--- config.mk ---
export PLATFORM = sky130hd
export DESIGN_NAME = pll_divider_ref_select
export DESIGN_NICKNAME = d
export VERILOG_FILES = /design/src/pll_divider_ref_select_pkg.sv /design/src/pll_divider_ref_select.sv /design/src/pulse_divider.sv
export SDC_FILE = /design/constraint.sdc
export NUM_CORES = 1
export LEC_CHECK = 0
export BUFFER_PORTS_ARGS = -buffer_cell sky130_fd_sc_hd__buf_4
export CELL_PAD_IN_SITES_DETAIL_PLACEMENT = 0
export CELL_PAD_IN_SITES_GLOBAL_PLACEMENT = 1
export CORE_MARGIN = 5
export CORE_UTILIZATION = 40
export CTS_CLUSTER_SIZE = 8
export DETAILED_ROUTE_END_ITERATION = 12
export HOLD_SLACK_MARGIN = 0.02
export PLACE_DENSITY_LB_ADDON = 0.12
export RECOVER_POWER = 100
export REMOVE_ABC_BUFFERS = 1
export SYNTH_ARGS = -nofsm -noshare
export SYNTH_HDL_FRONTEND = slang
export SYNTH_SLANG_ARGS = --single-unit
--- constraint.sdc ---
create_clock -name i_clock -period 4.5 [get_ports i_clock]
set_clock_uncertainty 0.1 [all_clocks]
set_input_delay 0.45 -clock i_clock [delete_from_list [all_inputs] [get_ports i_clock]]
set_output_delay 0.45 -clock i_clock [all_outputs]
set_load 0.03 [all_outputs]
--- src/pll_divider_ref_select_pkg.sv ---
`default_nettype none
package pll_divider_ref_select_pkg;

   // ****************************************
   // sizes
   // ****************************************
   localparam int NUM_PLL  = 3;
   localparam int NUM_BANK = 6;

   // ****************************************
   // register offsets, fields, reset values
   // ****************************************
   localparam logic [7:0] OFS_CRYSTAL_DRIVE = 8'h06;
   localparam logic [7:0] OFS_CRYSTAL_LOAD  = 8'h07;
   localparam logic [7:0] OFS_REF_CTRL      = 8'h34;
   localparam int         DRIVE_LSB         = 0;
   localparam int         PRIMARY_BIT       = 0;
   localparam int         SM_LSB            = 1;
   localparam logic [7:0] RST_LOAD_CODE     = 8'h00;
   localparam logic [1:0] RST_DRIVE         = 2'h3;
   localparam logic       RST_PRIMARY       = 1'h0;
   localparam logic [1:0] RST_SM            = 2'h0;

   // load capacitance in 0.125 pF steps: 3.5 pF base
   localparam logic [8:0] LOAD_BASE_EIGHTHS = 9'h01C;

   // ****************************************
   // encodings
   // ****************************************
   localparam logic [1:0]  PM_OFF      = 2'h0;
   localparam logic [1:0]  PM_DIV1     = 2'h1;
   localparam logic [1:0]  PM_DIV2     = 2'h2;
   localparam logic [10:0] POST_OFFSET = 11'h002;
   localparam logic [1:0]  MFC_MODE2   = 2'h2;
   localparam int          FRAC_BITS   = 6;

   typedef enum logic [1:0] {LVL_LOW, LVL_MID, LVL_HIGH} mode_level_t;
   typedef enum logic [1:0] {PROG_SCAN, PROG_PIN_FREQ, PROG_SERIAL} prog_port_t;

   typedef struct packed {
      logic             crystal_ref_input;
      logic             alternate_clock_input;
      logic             general_input_five;
   } ref_pins_t;

   typedef struct packed {
      logic [2:0][7:0]  pre_div;
      logic [2:0][11:0] fb_count;
      logic [1:0][3:0]  fb_adjust;
      logic [1:0]       ss_enable;
      logic [1:0][5:0]  ss_offset;
      logic [5:0][1:0]  post_mode;
      logic [5:0][9:0]  post_count;
      logic [5:0][1:0]  bank_source;
   } cfg_t;

   typedef struct packed {
      logic [7:0]       crystal_load_code;
      logic [1:0]       crystal_drive_field;
      logic             primary_ref_choice;
      logic [1:0]       switchover_mode_field;
      logic [7:0]       rdata;
      logic [8:0]       load_eighths;
      logic             ref_prev;
      logic             ref_tick;
      logic             use_alt;
      logic             on_secondary;
      prog_port_t       prog;
      logic [2:0]       pll_on;
      logic [2:0]       vco_min;
      logic [2:0][19:0] ratio;
      logic [5:0]       bank_clk;
      logic [5:0]       bank_pow;
   } main_state_t;

endpackage
`default_nettype wire

--- src/pll_divider_ref_select.sv ---
`timescale 1ns/1ps
`default_nettype none
// Function
// (RQ1) primary bit chooses crystal or alternate input
// (RQ2) select pin low primary, high secondary
// (RQ3) select pin ignored in pin-control mode 2
// (RQ4) host programs switchover bits upper zero
// (RQ5) load cap is 3.5pF plus code eighths
// (RQ6) host keeps default load and drive with clock
// (RQ7) each PLL pre-scaler divides by 1..255
// (RQ8) pre-scaler zero powers down PLL and outputs
// (RQ9) ratio twice count plus adjust plus one
// (RQ10) adjust code zero counts as minus one
// (RQ11) host keeps adjust and count in range
// (RQ12) third PLL ratio is its count only
// (RQ13) zero count lets oscillator fall to minimum
// (RQ14) banks two-six post-divide, bank one none
// (RQ15) post mode: off, /1, /2, count+2
// (RQ16) disabled post-divider: no clock, still powered
// (RQ17) extra divide-by-two on banks two-six
// (RQ18) reprogramming dividers may glitch outputs
// (RQ19) mode pin picks serial, pin-control or scan
module pll_divider_ref_select (
   input  wire logic                                    i_clock,      // 200 MHz clock
   input  wire logic                                    i_rst,        // sync reset, high
   input  wire logic                                    i_reg_wr,     // register write strobe
   input  wire logic [7:0]                              i_reg_addr,   // register offset
   input  wire logic [7:0]                              i_reg_wdata,  // write data
   output var  logic [7:0]                              o_reg_rdata,  // read data, next cycle
   input  wire pll_divider_ref_select_pkg::ref_pins_t   i_ref_pins,   // reference and select pins
   input  wire pll_divider_ref_select_pkg::mode_level_t i_mode_level, // three-level mode pin
   input  wire logic [1:0]                              i_pin_frequency_control, // pin-control mode
   input  wire pll_divider_ref_select_pkg::cfg_t        i_cfg,        // divider settings
   input  wire logic [2:0]                              i_vco_tick,   // oscillator event per PLL
   output var  pll_divider_ref_select_pkg::prog_port_t  o_prog_port,  // active programming port
   output var  logic                                    o_ref_is_alt, // alternate input feeds PLLs
   output var  logic                                    o_ref_on_secondary, // secondary in use
   output var  logic                                    o_ref_tick,   // selected reference edge
   output var  logic [2:0]                              o_pfd_tick,   // pre-scaled reference
   output var  logic [2:0]                              o_pll_on,     // PLL powered
   output var  logic [2:0]                              o_vco_min,    // oscillator to minimum
   output var  logic [2:0][19:0]                        o_fb_ratio,   // ratio, 6 fraction bits
   output var  logic [8:0]                              o_load_eighths, // load cap in 0.125 pF
   output var  logic [1:0]                              o_crystal_drive_field, // oscillator drive
   output var  logic [5:0]                              o_bank_clk,   // bank clocks
   output var  logic [5:0]                              o_bank_pow    // bank powered
);
   import pll_divider_ref_select_pkg::*;

   main_state_t      st_ff;
   main_state_t      nxt_st;
   logic [5:0]       src_tick;
   logic [5:0]       post_tick;
   logic [5:0][10:0] post_div;
   logic [2:0]       pfd_tick;

   // ****************************************
   // dividers
   // ****************************************
   generate
      for (genvar p = 0; p < NUM_PLL; p++) begin : g_pre
         pulse_divider #(.W(8)) u_pre (
            .i_clock (i_clock),
            .i_rst   (i_rst),
            .i_tick  (st_ff.ref_tick),
            .i_div   (i_cfg.pre_div[p]),   // see RQ7
            .o_tick  (pfd_tick[p])
         );
      end
      for (genvar b = 0; b < NUM_BANK; b++) begin : g_post
         // unsupported source code 3 gives no clock
         assign src_tick[b] = (i_cfg.bank_source[b] != 2'h3) &&
                              i_vco_tick[i_cfg.bank_source[b]] && st_ff.pll_on[i_cfg.bank_source[b]];
         always_comb begin
            case (i_cfg.post_mode[b])  // see RQ15
               PM_OFF:  post_div[b] = 11'h000;
               PM_DIV1: post_div[b] = 11'h001;
               PM_DIV2: post_div[b] = 11'h002;
               default: post_div[b] = {1'b0, i_cfg.post_count[b]} + POST_OFFSET;
            endcase
         end
         // divisor applied immediately: a change mid-count may glitch, see RQ18
         pulse_divider #(.W(11)) u_post (
            .i_clock (i_clock),
            .i_rst   (i_rst),
            .i_tick  (src_tick[b]),
            .i_div   (post_div[b]),
            .o_tick  (post_tick[b])
         );
      end
   endgenerate

   // ****************************************
   // next state
   // ****************************************
   always_comb begin
      logic       sel_level;
      logic       pin_ok;
      logic [1:0] src;
      logic [13:0] whole;
      nxt_st    = st_ff;
      sel_level = 1'b0;
      pin_ok    = 1'b0;
      src       = 2'h0;
      whole     = 14'h0000;

      if (i_reg_wr) begin
         case (i_reg_addr)
            OFS_CRYSTAL_LOAD:  nxt_st.crystal_load_code = i_reg_wdata;
            OFS_CRYSTAL_DRIVE: nxt_st.crystal_drive_field = i_reg_wdata[DRIVE_LSB +: 2];
            OFS_REF_CTRL: begin
               nxt_st.primary_ref_choice    = i_reg_wdata[PRIMARY_BIT];
               nxt_st.switchover_mode_field = i_reg_wdata[SM_LSB +: 2];
            end
            default: ;
         endcase
      end
      case (i_reg_addr)
         OFS_CRYSTAL_LOAD:  nxt_st.rdata = st_ff.crystal_load_code;
         OFS_CRYSTAL_DRIVE: nxt_st.rdata = {6'h00, st_ff.crystal_drive_field};
         OFS_REF_CTRL:      nxt_st.rdata = {5'h00, st_ff.switchover_mode_field, st_ff.primary_ref_choice};
         default:           nxt_st.rdata = 8'h00;
      endcase
      nxt_st.load_eighths = LOAD_BASE_EIGHTHS + {1'b0, st_ff.crystal_load_code};  // see RQ5

      case (i_mode_level)  // see RQ19
         LVL_HIGH: nxt_st.prog = PROG_SERIAL;
         LVL_MID:  nxt_st.prog = PROG_PIN_FREQ;
         default:  nxt_st.prog = PROG_SCAN;
      endcase
      // pin shared with pin-control mode 2, and only manual switchover honours it
      pin_ok = !(i_mode_level == LVL_MID && i_pin_frequency_control == MFC_MODE2) &&  // see RQ3
               !st_ff.switchover_mode_field[1];
      nxt_st.on_secondary = pin_ok && i_ref_pins.general_input_five;              // see RQ2
      nxt_st.use_alt      = st_ff.primary_ref_choice ^ nxt_st.on_secondary;       // see RQ1
      sel_level = st_ff.use_alt ? i_ref_pins.alternate_clock_input : i_ref_pins.crystal_ref_input;
      nxt_st.ref_prev = sel_level;
      nxt_st.ref_tick = sel_level && !st_ff.ref_prev;

      for (int p = 0; p < NUM_PLL; p++) begin
         nxt_st.pll_on[p]  = (i_cfg.pre_div[p] != 8'h00);   // see RQ8
         nxt_st.vco_min[p] = (i_cfg.fb_count[p] == 12'h000); // see RQ13
      end
      for (int p = 0; p < 2; p++) begin
         // adjust 0 means -1, cancelling the +1
         whole = {1'b0, i_cfg.fb_count[p], 1'b0} +
                 ((i_cfg.fb_adjust[p] == 4'h0) ? 14'h0000 : {10'h000, i_cfg.fb_adjust[p]} + 14'h0001); // see RQ10
         nxt_st.ratio[p] = {whole, {FRAC_BITS{1'b0}}} +
                           (i_cfg.ss_enable[p] ? {14'h0000, i_cfg.ss_offset[p]} : 20'h00000); // see RQ9
      end
      nxt_st.ratio[2] = {2'h0, i_cfg.fb_count[2], {FRAC_BITS{1'b0}}};  // see RQ12

      for (int b = 0; b < NUM_BANK; b++) begin
         src = i_cfg.bank_source[b];
         nxt_st.bank_pow[b] = (src != 2'h3) && st_ff.pll_on[src];  // see RQ8
         if (!nxt_st.bank_pow[b]) begin
            nxt_st.bank_clk[b] = 1'b0;
         end else if (b == 0) begin
            nxt_st.bank_clk[b] = src_tick[b];  // see RQ14
         end else if (i_cfg.post_mode[b] == PM_OFF) begin
            nxt_st.bank_clk[b] = 1'b0;  // see RQ16
         end else if (post_tick[b]) begin
            nxt_st.bank_clk[b] = !st_ff.bank_clk[b];  // see RQ17
         end
      end
   end

   always_ff @(posedge i_clock) begin
      if (i_rst) begin
         st_ff                       <= '0;
         st_ff.crystal_load_code     <= RST_LOAD_CODE;
         st_ff.crystal_drive_field   <= RST_DRIVE;
         st_ff.primary_ref_choice    <= RST_PRIMARY;
         st_ff.switchover_mode_field <= RST_SM;
         st_ff.load_eighths          <= LOAD_BASE_EIGHTHS;
         st_ff.prog                  <= PROG_SCAN;
      end else begin
         st_ff <= nxt_st;
      end
   end

   assign o_reg_rdata           = st_ff.rdata;
   assign o_prog_port           = st_ff.prog;
   assign o_ref_is_alt          = st_ff.use_alt;
   assign o_ref_on_secondary    = st_ff.on_secondary;
   assign o_ref_tick            = st_ff.ref_tick;
   assign o_pfd_tick            = pfd_tick;
   assign o_pll_on              = st_ff.pll_on;
   assign o_vco_min             = st_ff.vco_min;
   assign o_fb_ratio            = st_ff.ratio;
   assign o_load_eighths        = st_ff.load_eighths;
   assign o_crystal_drive_field = st_ff.crystal_drive_field;
   assign o_bank_clk            = st_ff.bank_clk;
   assign o_bank_pow            = st_ff.bank_pow;
endmodule
`default_nettype wire

--- src/pulse_divider.sv ---
`timescale 1ns/1ps
`default_nettype none
module pulse_divider #(
   parameter int W = 8
) (
   input  wire logic         i_clock,  // system clock
   input  wire logic         i_rst,    // sync reset, high
   input  wire logic         i_tick,   // input event pulse
   input  wire logic [W-1:0] i_div,    // divisor, 0 stops output
   output var  logic         o_tick    // one pulse per i_div input pulses
);
   typedef struct packed {
      logic [W-1:0] cnt;
      logic         tick;
   } div_state_t;

   div_state_t st_ff;
   div_state_t nxt_st;

   always_comb begin
      nxt_st      = st_ff;
      nxt_st.tick = 1'b0;
      if (i_div == '0) begin
         nxt_st.cnt = '0;
      end else if (i_tick) begin
         // >= so that lowering the divisor mid-count cannot hang
         if (st_ff.cnt >= i_div - W'(1)) begin
            nxt_st.cnt  = '0;
            nxt_st.tick = 1'b1;
         end else begin
            nxt_st.cnt = st_ff.cnt + W'(1);
         end
      end
   end

   always_ff @(posedge i_clock) begin
      if (i_rst) begin
         st_ff <= '0;
      end else begin
         st_ff <= nxt_st;
      end
   end

   assign o_tick = st_ff.tick;
endmodule
`default_nettype wire

==> run summary, run 1 <==
The run finished, with violations left. The final reports fail on max-capacitance violations, max-slew violations. The tools report the slack of the worst reg-to-reg path as 1.91 ns.

The total overflow left after global routing is 0. Buffers placed on the I/O ports in this run total 279. STA classifies the critical path startpoint as a primary input. The clock tree root buffer cell was sky130_fd_sc_hd__clkbuf_16. Entering global routing, the biggest net connects 37 pins. In the final timing run, aggregate negative setup slack is 0 ns. The overall die height is 190 um, and the final antenna diode count is 0.

The clock insertion delay at the later pin of the skew report was 0.43 ns; the proportion of layout cells with a drive suffix above 1 was 12.92%. The final weighted congestion in routability-driven placement is 0.8005, and the number of buffers added by the clock tree synthesis step is 17. The headroom to the max-slew limit was -38.50%; the data arrival time of the worst path was 4.00 ns. Post-cts hold buffer count: 0. The synthesized design devotes to its leading area cell type 29.81% of total area. Summed over all cells, the static leakage comes to 6.048 nW.

The floorplan step defined a die boundary enclosing 0.03610 mm^2. In this run the deepest clock path goes through 2 buffers. Dividing total power by cell area gives a power density of 273.8 mW/mm^2. The initial standard-cell utilization of the core was 40.14%; the number of routed nets with antenna violations was 0.

For the maximum achievable frequency, the log shows 0.2672 GHz. The average detailed-routed wire length per instance was 15.44 um; the peak fanout along the critical path was 6. The tools report the wire length of the first global-routing pass as 55140 um. Once layout is complete, the cells apart from fillers number 2214.

Cells fill 46.27% of the core in the end. Total power for the finished layout comes to 4.091 mW. The actual transition at the worst max-transition pin works out to 2.077 ns. The setup path with the least slack is of type primary input to register. The placed standard-cell area is 0.01479 mm^2. Setup repair after global routing left no endpoint under its margin. The worst path uses 83.16% of the clock period. For this design, the sink count on the clock tree is 193. The H-tree was split into 4 levels.

The run gives 474 as the violation count after the first detailed-route iteration. During synthesis, Yosys emitted a total of 0 warnings. In the synthesized netlist the dominant register cell turns out to be sky130_fd_sc_hd__dfxtp_1. The type of the worst min-delay path is primary input to register. The netlist uses 75 different library cells. For the estimated wirelength of the detail-placed design, the log shows 27240 um.

The detailed-route vias per instance is 5.072. The count of flip-flops with a built-in enable after synthesis is 0, and the total vias in the final route is 11230. Sequential fraction of the synthesis area: 29.81%. Register bit total from synthesis: 193. The final max-slew violation count is 50.

TritonCTS built the clock tree. The number of detailed-route iterations in the first pass was 4; the post-placement cell count was 2183. The max-cap violation count was 2; the average size of a mapped cell was 8.197 um^2. The worst voltage drop across the vdd grid is 0.2458 mV, and the via count of the first global-routing pass is 11020.

Global routing used 18.62% of the available tracks across all layers. After clock tree synthesis, the setup repair step added 0 buffers. Yosys attributes the largest share of cell area to sky130_fd_sc_hd__dfxtp_1 30%, sky130_fd_sc_hd__ha_1 11%, sky130_fd_sc_hd__xnor2_1 5.9%. For the initial antenna violation count, the log shows 3.

After the last flow step, the layout net total stands at 2070. The async set or reset register ratio after synthesis came out at 0%. The clock transition at the registers of the reported paths came out at 0.08 ns. After technology mapping, the gate count stands at 1581. For this design the top-level I/O count stands at 300. After detailed routing, the number of remaining DRC violations is 0. The region available for standard cell placement spans 0.03229 mm^2. Data on the critical path is required at its endpoint by 4.76 ns.

The tools report the post-CTS resize count as 0. The die is 190 um wide. The largest area contributor in the netlist was sky130_fd_sc_hd__dfxtp_1. For the count of final setup violators, the log shows 0.

The minimum clock period came out at 3.742 ns. The run gives 0 as the final-report hold violation count. Summing all non-filler instances in the final layout gives an area of 0.01494 mm^2.

Relative to the synthesized area, the layout overhead comes to 15.27%. The type of element capturing the critical path was a register. Wires add up to 34190 um.

In this run the cell area of the synthesized design comes to 0.01296 mm^2. The number of standard-cell rows in the floorplan was 66.
-- critical path, cell delays in order --
cell,delay [ns]
sky130_fd_sc_hd__buf_4,0.13
sky130_fd_sc_hd__ha_1,0.21
sky130_fd_sc_hd__xor2_1,0.21
sky130_fd_sc_hd__or3_1,0.33
sky130_fd_sc_hd__a311oi_1,0.38
sky130_fd_sc_hd__nor2b_1,0.20
sky130_fd_sc_hd__xnor2_1,0.14
sky130_fd_sc_hd__ha_1,0.26
sky130_fd_sc_hd__a21o_1,0.18
sky130_fd_sc_hd__a211o_1,0.30
sky130_fd_sc_hd__a211oi_1,0.40
sky130_fd_sc_hd__nor2_1,0.15
sky130_fd_sc_hd__or4_1,0.48
sky130_fd_sc_hd__a31oi_1,0.16
-- flip-flops by register name, indices dropped and copies added (netlist names) --
register / cells
o_fb_ratio: 52
o_vco_min: 3
g_pre.u_pre.st_ff: 24
o_pll_on: 3
o_crystal_drive_field: 2
o_bank_pow: 6
o_bank_clk: 6
g_post.u_post.o_tick: 5
o_load_eighths: 9
o_ref_on_secondary: 1
st_ff: 12
o_ref_tick: 1
o_reg_rdata: 8
g_pre.u_pre.o_tick: 3
o_prog_port: 2
o_ref_is_alt: 1
g_post.u_post.st_ff: 55
-- cells in the mapped netlist, drive strengths merged, types with 8 or more instances --
library cell / count
or4: 9
buf: 113
xor2: 64
nand4: 27
and3: 22
ha: 113
nor2: 129
a31oi: 16
or3: 15
nand2: 167
inv: 54
a21o: 24
mux2i: 26
dfxtp: 193
nand2b: 13
nor4: 24
xnor2: 88
clkbuf: 19
a21oi: 61
o21a: 8
nor3b: 14
nor2b: 43
a211oi: 8
and2: 30
o21ai: 57
nand3: 82
nor3: 77
-- worst paths after layout --
kind / start / to / cells after the start
min reg2reg: st_ff[83]$_SDFF_PP0_ / o_ref_tick$_SDFF_PP0_ / 1
max reg2reg: o_pll_on[1]$_SDFF_PP0_ / g_post[1].u_post.st_ff[8]$_SDFFE_PP0P_ / 6
min: i_mode_level[0] / o_prog_port[1]$_SDFF_PP0_ / 2
max: i_cfg[53] / g_post[4].u_post.st_ff[5]$_SDFFE_PP0P_ / 14
-- cell families after synthesis --
family | count (synthesis) | share of synthesized area (%)
other | 1 | 0.02894
and+or+nand+nor | 681 | 26.76
adders and majority gates | 115 | 11.22
buffers and inverters | 186 | 8.457
muxes | 30 | 2.356
AOI/OAI and AO/OA | 223 | 11.09
DFF | 193 | 29.81
xor gates and xnor gates | 152 | 10.27
-- placed cells by master, fill, tap and decap left out, types with 14 or more instances in the layout --
| master | instances |
|---|---|
| sky130_fd_sc_hd__dfxtp_1 | 193 |
| sky130_fd_sc_hd__buf_4 | 180 |
| sky130_fd_sc_hd__nand2_1 | 167 |
| sky130_fd_sc_hd__nor2_1 | 129 |
| sky130_fd_sc_hd__ha_1 | 113 |
| sky130_fd_sc_hd__clkbuf_1 | 104 |
| sky130_fd_sc_hd__xnor2_1 | 88 |
| sky130_fd_sc_hd__nand3_1 | 80 |
| sky130_fd_sc_hd__nor3_1 | 74 |
| sky130_fd_sc_hd__xor2_1 | 64 |
| sky130_fd_sc_hd__a21oi_1 | 60 |
| sky130_fd_sc_hd__inv_1 | 54 |
| sky130_fd_sc_hd__o21ai_0 | 53 |
| sky130_fd_sc_hd__nor2b_1 | 43 |
| sky130_fd_sc_hd__nand4_1 | 27 |
| sky130_fd_sc_hd__mux2i_1 | 26 |
| sky130_fd_sc_hd__a21o_1 | 24 |
| sky130_fd_sc_hd__nor4_1 | 24 |
| sky130_fd_sc_hd__and3_1 | 22 |
| sky130_fd_sc_hd__and2_0 | 17 |
| sky130_fd_sc_hd__clkbuf_16 | 17 |
| sky130_fd_sc_hd__a31oi_1 | 16 |
| sky130_fd_sc_hd__nor3b_1 | 14 |
| sky130_fd_sc_hd__or3_1 | 14 |
-- per-stage QoR --
stage / worst slack, ns / hold slack [ns]
2_1_floorplan: 0.7216 / 0.2732
3_3_place_gp: 0.4681 / 0.2779
3_5_place_dp: 0.4376 / 0.2855
4_1_cts: 0.9180 / 0.04437
5_1_grt: 0.4299 / 0.03922
6_report: 0.7577 / 0.07472
-- per-layer routing --
metal / share of wire, % / GRT usage (%) / up-vias / routed length (um)
met2: 48 / 32.03 / 236 / 16250
met4: 0.72 / 3.395 / 6 / 246
met3: 7.7 / 6.312 / 22 / 2645
met5: 0.12 / 0 / - / 41
met1: 44 / 22.91 / 5176 / 15000
li1: - / - / 5789 / -
-- where the power goes --
part | switching, mW | internal, mW
Sequential | 0.0302 | 1.75
Clock | 0.746 | 0.760
Combinational | 0.469 | 0.333
Total | 1.25 | 2.85
-- final cells by class --
cell class | count | area, um^2
clock buffers | 19 | 452.9
clock inverters | 12 | 122.6
fillers | 3338 | 17350
inverters | 54 | 202.7
multi-input cells | 1209 | 7995
flip-flops and latches | 193 | 3864
well taps | 442 | 553.0
repair buffers | 285 | 1749
No activity file was read; power rests on OpenSTA's default activity.
==> run 2, diff against run 1 <==
--- a/config.mk
+++ b/config.mk
@@ -5,11 +5,12 @@
 export SDC_FILE = /design/constraint.sdc
 export NUM_CORES = 1
 export LEC_CHECK = 0
+export ABC_AREA = 1
 export BUFFER_PORTS_ARGS = -buffer_cell sky130_fd_sc_hd__buf_4
 export CELL_PAD_IN_SITES_DETAIL_PLACEMENT = 0
 export CELL_PAD_IN_SITES_GLOBAL_PLACEMENT = 1
 export CORE_MARGIN = 5
-export CORE_UTILIZATION = 40
+export CORE_UTILIZATION = 35
 export CTS_CLUSTER_SIZE = 8
 export DETAILED_ROUTE_END_ITERATION = 12
 export HOLD_SLACK_MARGIN = 0.02
==> constraint.sdc (replaced) <==
create_clock -name i_clock -period 3.4 [get_ports i_clock]
set_clock_uncertainty 0.1 [all_clocks]
set_input_delay 0.34 -clock i_clock [delete_from_list [all_inputs] [get_ports i_clock]]
set_output_delay 0.34 -clock i_clock [all_outputs]
set_load 0.03 [all_outputs]
==> run summary, run 2 <==
STA classifies the critical path startpoint as a primary input. The synthesized netlist occupies a cell area of 0.01366 mm^2. The setup slack after placement was 0.1053 ns. The number of gates resized after CTS was 0. Relative to the synthesized area, the layout overhead comes to 18.03%. After technology mapping, the gate count stands at 2039. The run gives 43 as the final max-slew violation count.

The net count of the finished layout is 2573. The detail route stage leaves a number of antenna-violating nets equal to 0. The repair_antennas step left the layout with diodes totalling 0.

TritonCTS built the clock tree. The remaining routing DRC violations is 0, and the total vias in the final route is 12650. The run gives 1.22 ns as the slack of the worst reg-to-reg path. The final reports fail on max-capacitance violations, max-slew violations.

The initial antenna violation count is 0, and the maximum buffer depth of the clock tree is 2. The max-cap violation count came out at 1. Minimum clock period: 2.993 ns. After synthesis, flip-flops and latches occupy 28.28% of the total area. Measured against its own limit, the worst slew margin works out to -28.80%.

Routed wire length: 36620 um. The type of the worst min-delay path was primary input to register. The register bit total from synthesis is 193. The critical path class was primary input to register. The worst register-to-register path has a depth of 10. Setup repair after global routing left no endpoint under its margin. Buffers inserted during clock tree synthesis total 17.

For the final-report hold violation count, the log shows 0. Of the post-synthesis cell area, the dominant cell type holds 28.28%. Dividing the final minimum period by the clock period gives 88.04%. Dividing the synthesized area by the synthesized cell count gives 6.700 um^2. The worst-case IR drop observed on VDD is 0.3254 mV. The H-tree generated during clock tree synthesis spans 4 levels.

The clock transition at the registers of the reported paths was 0.08 ns. In this run the vertical extent of the chip is 207.6 um. The tree is rooted in a sky130_fd_sc_hd__clkbuf_16. In the synthesized netlist the dominant register cell turns out to be sky130_fd_sc_hd__dfxtp_1. The area of the core was 0.03865 mm^2. After detailed routing, the average wire length per cell comes to 13.11 um. At the worst endpoint, the arrival time is 3.27 ns. For this design the static power due to leakage is 7.803 nW. In this run the critical register-to-register path is launched from o_pll_on[0]$_SDFF_PP0_.

Of the cells placed in the final design, the portion with a size suffix greater than 1 is 13.05%. The register with the most flip-flops in the layout has 55 of them. The library cell used most frequently in the layout, excluding fill and tap cells, is sky130_fd_sc_hd__nand2_1. Async set or reset register ratio after synthesis: 0%. For the smallest setup slack after layout, the log shows 0.4066 ns. The top cell types in the final layout, fill and taps aside, are 456 x sky130_fd_sc_hd__nand2_1, 278 x sky130_fd_sc_hd__inv_1, 273 x sky130_fd_sc_hd__nor2_1, 193 x sky130_fd_sc_hd__dfxtp_1, 179 x sky130_fd_sc_hd__buf_4. The path with the worst hold slack has its endpoint at o_crystal_drive_field[0]$_SDFFE_PP1P_. For the pin with the worst max-slew slack, the measured transition is 1.932 ns. The total of buffers placed on input and output ports was 279. The register ranked first by flip-flop count is g_post.u_post.st_ff.

For this configuration, the core starts out at a cell density of 35.35%. The flow ran to the end, but the final reports show violations. The largest area contributor in the netlist was sky130_fd_sc_hd__dfxtp_1. The number of different library cells in the post-synthesis netlist is 44, and the number of standard-cell rows in the floorplan is 72. For this run, the total global-route usage over all layers was measured as 16.69%. The via count of the first global-routing pass was 12040; the violation count after the first detailed-route iteration was 436. Entering global routing, the biggest net connects 43 pins. Counting flops with a built-in enable in the synthesized netlist gives 0. The worst register-to-register path ends at g_post[5].u_post.st_ff[7]$_SDFFE_PP0P_. The logs give 0 for the count of final setup violators and 3.67 ns for the required time reported for the critical path endpoint. At the end of routability-driven placement, the weighted congestion stood at 0.7824.

The tools report the overall die area as 0.04308 mm^2. 300 I/O pins were placed. The clock net in this run drives a total of 193 sinks. The number of setup buffers added after CTS is 0. The peak fanout along the critical path was 7; the wire length of the first global-routing pass was 59970 um. During synthesis, Yosys emitted a total of 0 warnings. The detailed-route vias per instance was 4.529; the worst hold path stage count was 3.

Most numerous cell in the Yosys netlist: sky130_fd_sc_hd__nand2_1. The tools report the estimated wirelength of the detail-placed design as 29970 um. Counting instances in the post-synthesis netlist gives the leading cell types as 456 x sky130_fd_sc_hd__nand2_1, 277 x sky130_fd_sc_hd__inv_1, 269 x sky130_fd_sc_hd__nor2_1.

The run gives 0.3341 GHz as the maximum achievable frequency. The clock reaches the later pin of the worst-skew pair after 0.45 ns. The type of element capturing the critical path is a register.

The number of detailed-route iterations in the first pass is 5. The worst hold path begins at i_reg_wdata[0]. Dividing total power by cell area gives a power density of 346.4 mW/mm^2. The layout has 4221 filler cells. In the post-synthesis netlist, the biggest area contributors are sky130_fd_sc_hd__dfxtp_1 28%, sky130_fd_sc_hd__nand2_1 13%, sky130_fd_sc_hd__ha_1 10%. From left edge to right edge, the die measures 207.6 um. Summed over all failing endpoints, the final setup total negative slack is 0 ns.

For the total congestion overflow, the log shows 0.
[run 2: cell count changes after synthesis, moves of 19 or more]
| cell | delta |
|---|---|
| sky130_fd_sc_hd__nor2b_1 | -43 |
| sky130_fd_sc_hd__and3_1 | -19 |
| sky130_fd_sc_hd__and2_1 | -30 |
| sky130_fd_sc_hd__nor3_1 | -29 |
| sky130_fd_sc_hd__nand2_1 | +289 |
| sky130_fd_sc_hd__inv_1 | +223 |
| sky130_fd_sc_hd__mux2i_1 | -23 |
| sky130_fd_sc_hd__nor2_1 | +140 |
| sky130_fd_sc_hd__nor2_2 | +25 |
| sky130_fd_sc_hd__nand2_2 | +20 |
| sky130_fd_sc_hd__nand3_1 | +89 |
| sky130_fd_sc_hd__xnor2_1 | -65 |
[run 2: kinds of logic after synthesis]
logic type	synth area share, %
and+or+nand+nor	34.79
buffers and inverters	14.47
DFF	28.28
AOI/OAI and AO/OA	6.375
adders and majority gates	10.64
xor gates and xnor gates	5.193
muxes	0.2198
other	0.02745
[run 2: area by class of cell]
type / instances / area, um^2 / share of cell area, %
tap: 518 / 648.1 / 4.020
inverter: 289 / 1086 / 6.736
clock inverter: 15 / 181.4 / 1.125
multi-input combinational: 1443 / 7831 / 48.57
sequential: 193 / 3864 / 23.96
clock buffer: 17 / 425.4 / 2.639
timing repair buffer: 319 / 2087 / 12.94
[run 2: what timing repair did]
action,4_1_cts,5_1_grt
endpoints found under the hold margin,34,0
hold buffers,33,0
setup endpoints to repair,0,0
[run 2: worst max-delay path by stage]
stage                                                    endpoint  cells after the start       from
after detailed placement   g_post[1].u_post.st_ff[5]$_SDFFE_PP0P_                     20  i_cfg[75]
after global placement     g_post[1].u_post.st_ff[5]$_SDFFE_PP0P_                     20  i_cfg[75]
after CTS                  g_post[1].u_post.st_ff[5]$_SDFFE_PP0P_                     20  i_cfg[75]
after floorplan           g_post[5].u_post.st_ff[10]$_SDFFE_PP0P_                     17  i_cfg[83]
final                      g_post[5].u_post.st_ff[7]$_SDFFE_PP0P_                     19  i_cfg[83]
after global routing       g_post[2].u_post.st_ff[8]$_SDFFE_PP0P_                     21  i_cfg[77]
[run 2: critical path, stage by stage]
cell and delay, ns:
sky130_fd_sc_hd__clkbuf_1 0.15, sky130_fd_sc_hd__inv_1 0.05, sky130_fd_sc_hd__o21ai_0 0.21, sky130_fd_sc_hd__ha_1 0.23
sky130_fd_sc_hd__nand2_1 0.07, sky130_fd_sc_hd__nor2_1 0.20, sky130_fd_sc_hd__nand3_2 0.12, sky130_fd_sc_hd__nor2_1 0.27
sky130_fd_sc_hd__nand2_1 0.07, sky130_fd_sc_hd__o21ai_0 0.08, sky130_fd_sc_hd__nand2_1 0.08, sky130_fd_sc_hd__ha_1 0.29
sky130_fd_sc_hd__a21o_1 0.19, sky130_fd_sc_hd__nor2_1 0.13, sky130_fd_sc_hd__nand2_1 0.09, sky130_fd_sc_hd__o21ai_0 0.28
sky130_fd_sc_hd__buf_4 0.22, sky130_fd_sc_hd__nand3_1 0.08, sky130_fd_sc_hd__nor2_1 0.11
[run 2: per-stage QoR]
| stage | instances | hold WS (ns) | total power [mW] | instance area (um^2) | util [%] |
|---|---|---|---|---|---|
| after floorplan | 1925 | 0.2752 | 3.126 | 12800 | - |
| final | 2794 | 0.05188 | 5.585 | 16120 | 41.72 |
| after global placement | 2729 | 0.3041 | 3.600 | 15590 | 40.34 |
| after global routing | 2794 | 0.03605 | 5.941 | 16120 | 41.72 |
| after CTS | 2794 | 0.02403 | 5.745 | 16530 | 42.77 |
| after detailed placement | 2729 | 0.3003 | 3.610 | 15590 | 40.34 |
[run 2: layer usage]
layer,global-route usage [%],part of all wire (%),vias up
met5,0,0,-
met4,3.260,0.93,0
met3,5.546,6.7,22
met2,28.15,46,227
met1,20.98,46,5583
li1,-,-,6821
[run 2: report_power, final]
| group | switching, mW | internal [mW] | total [mW] |
|---|---|---|---|
| clock | 1.06 | 1.00 | 2.06 |
| combinational | 0.719 | 0.455 | 1.17 |
| sequential | 0.0313 | 2.32 | 2.35 |
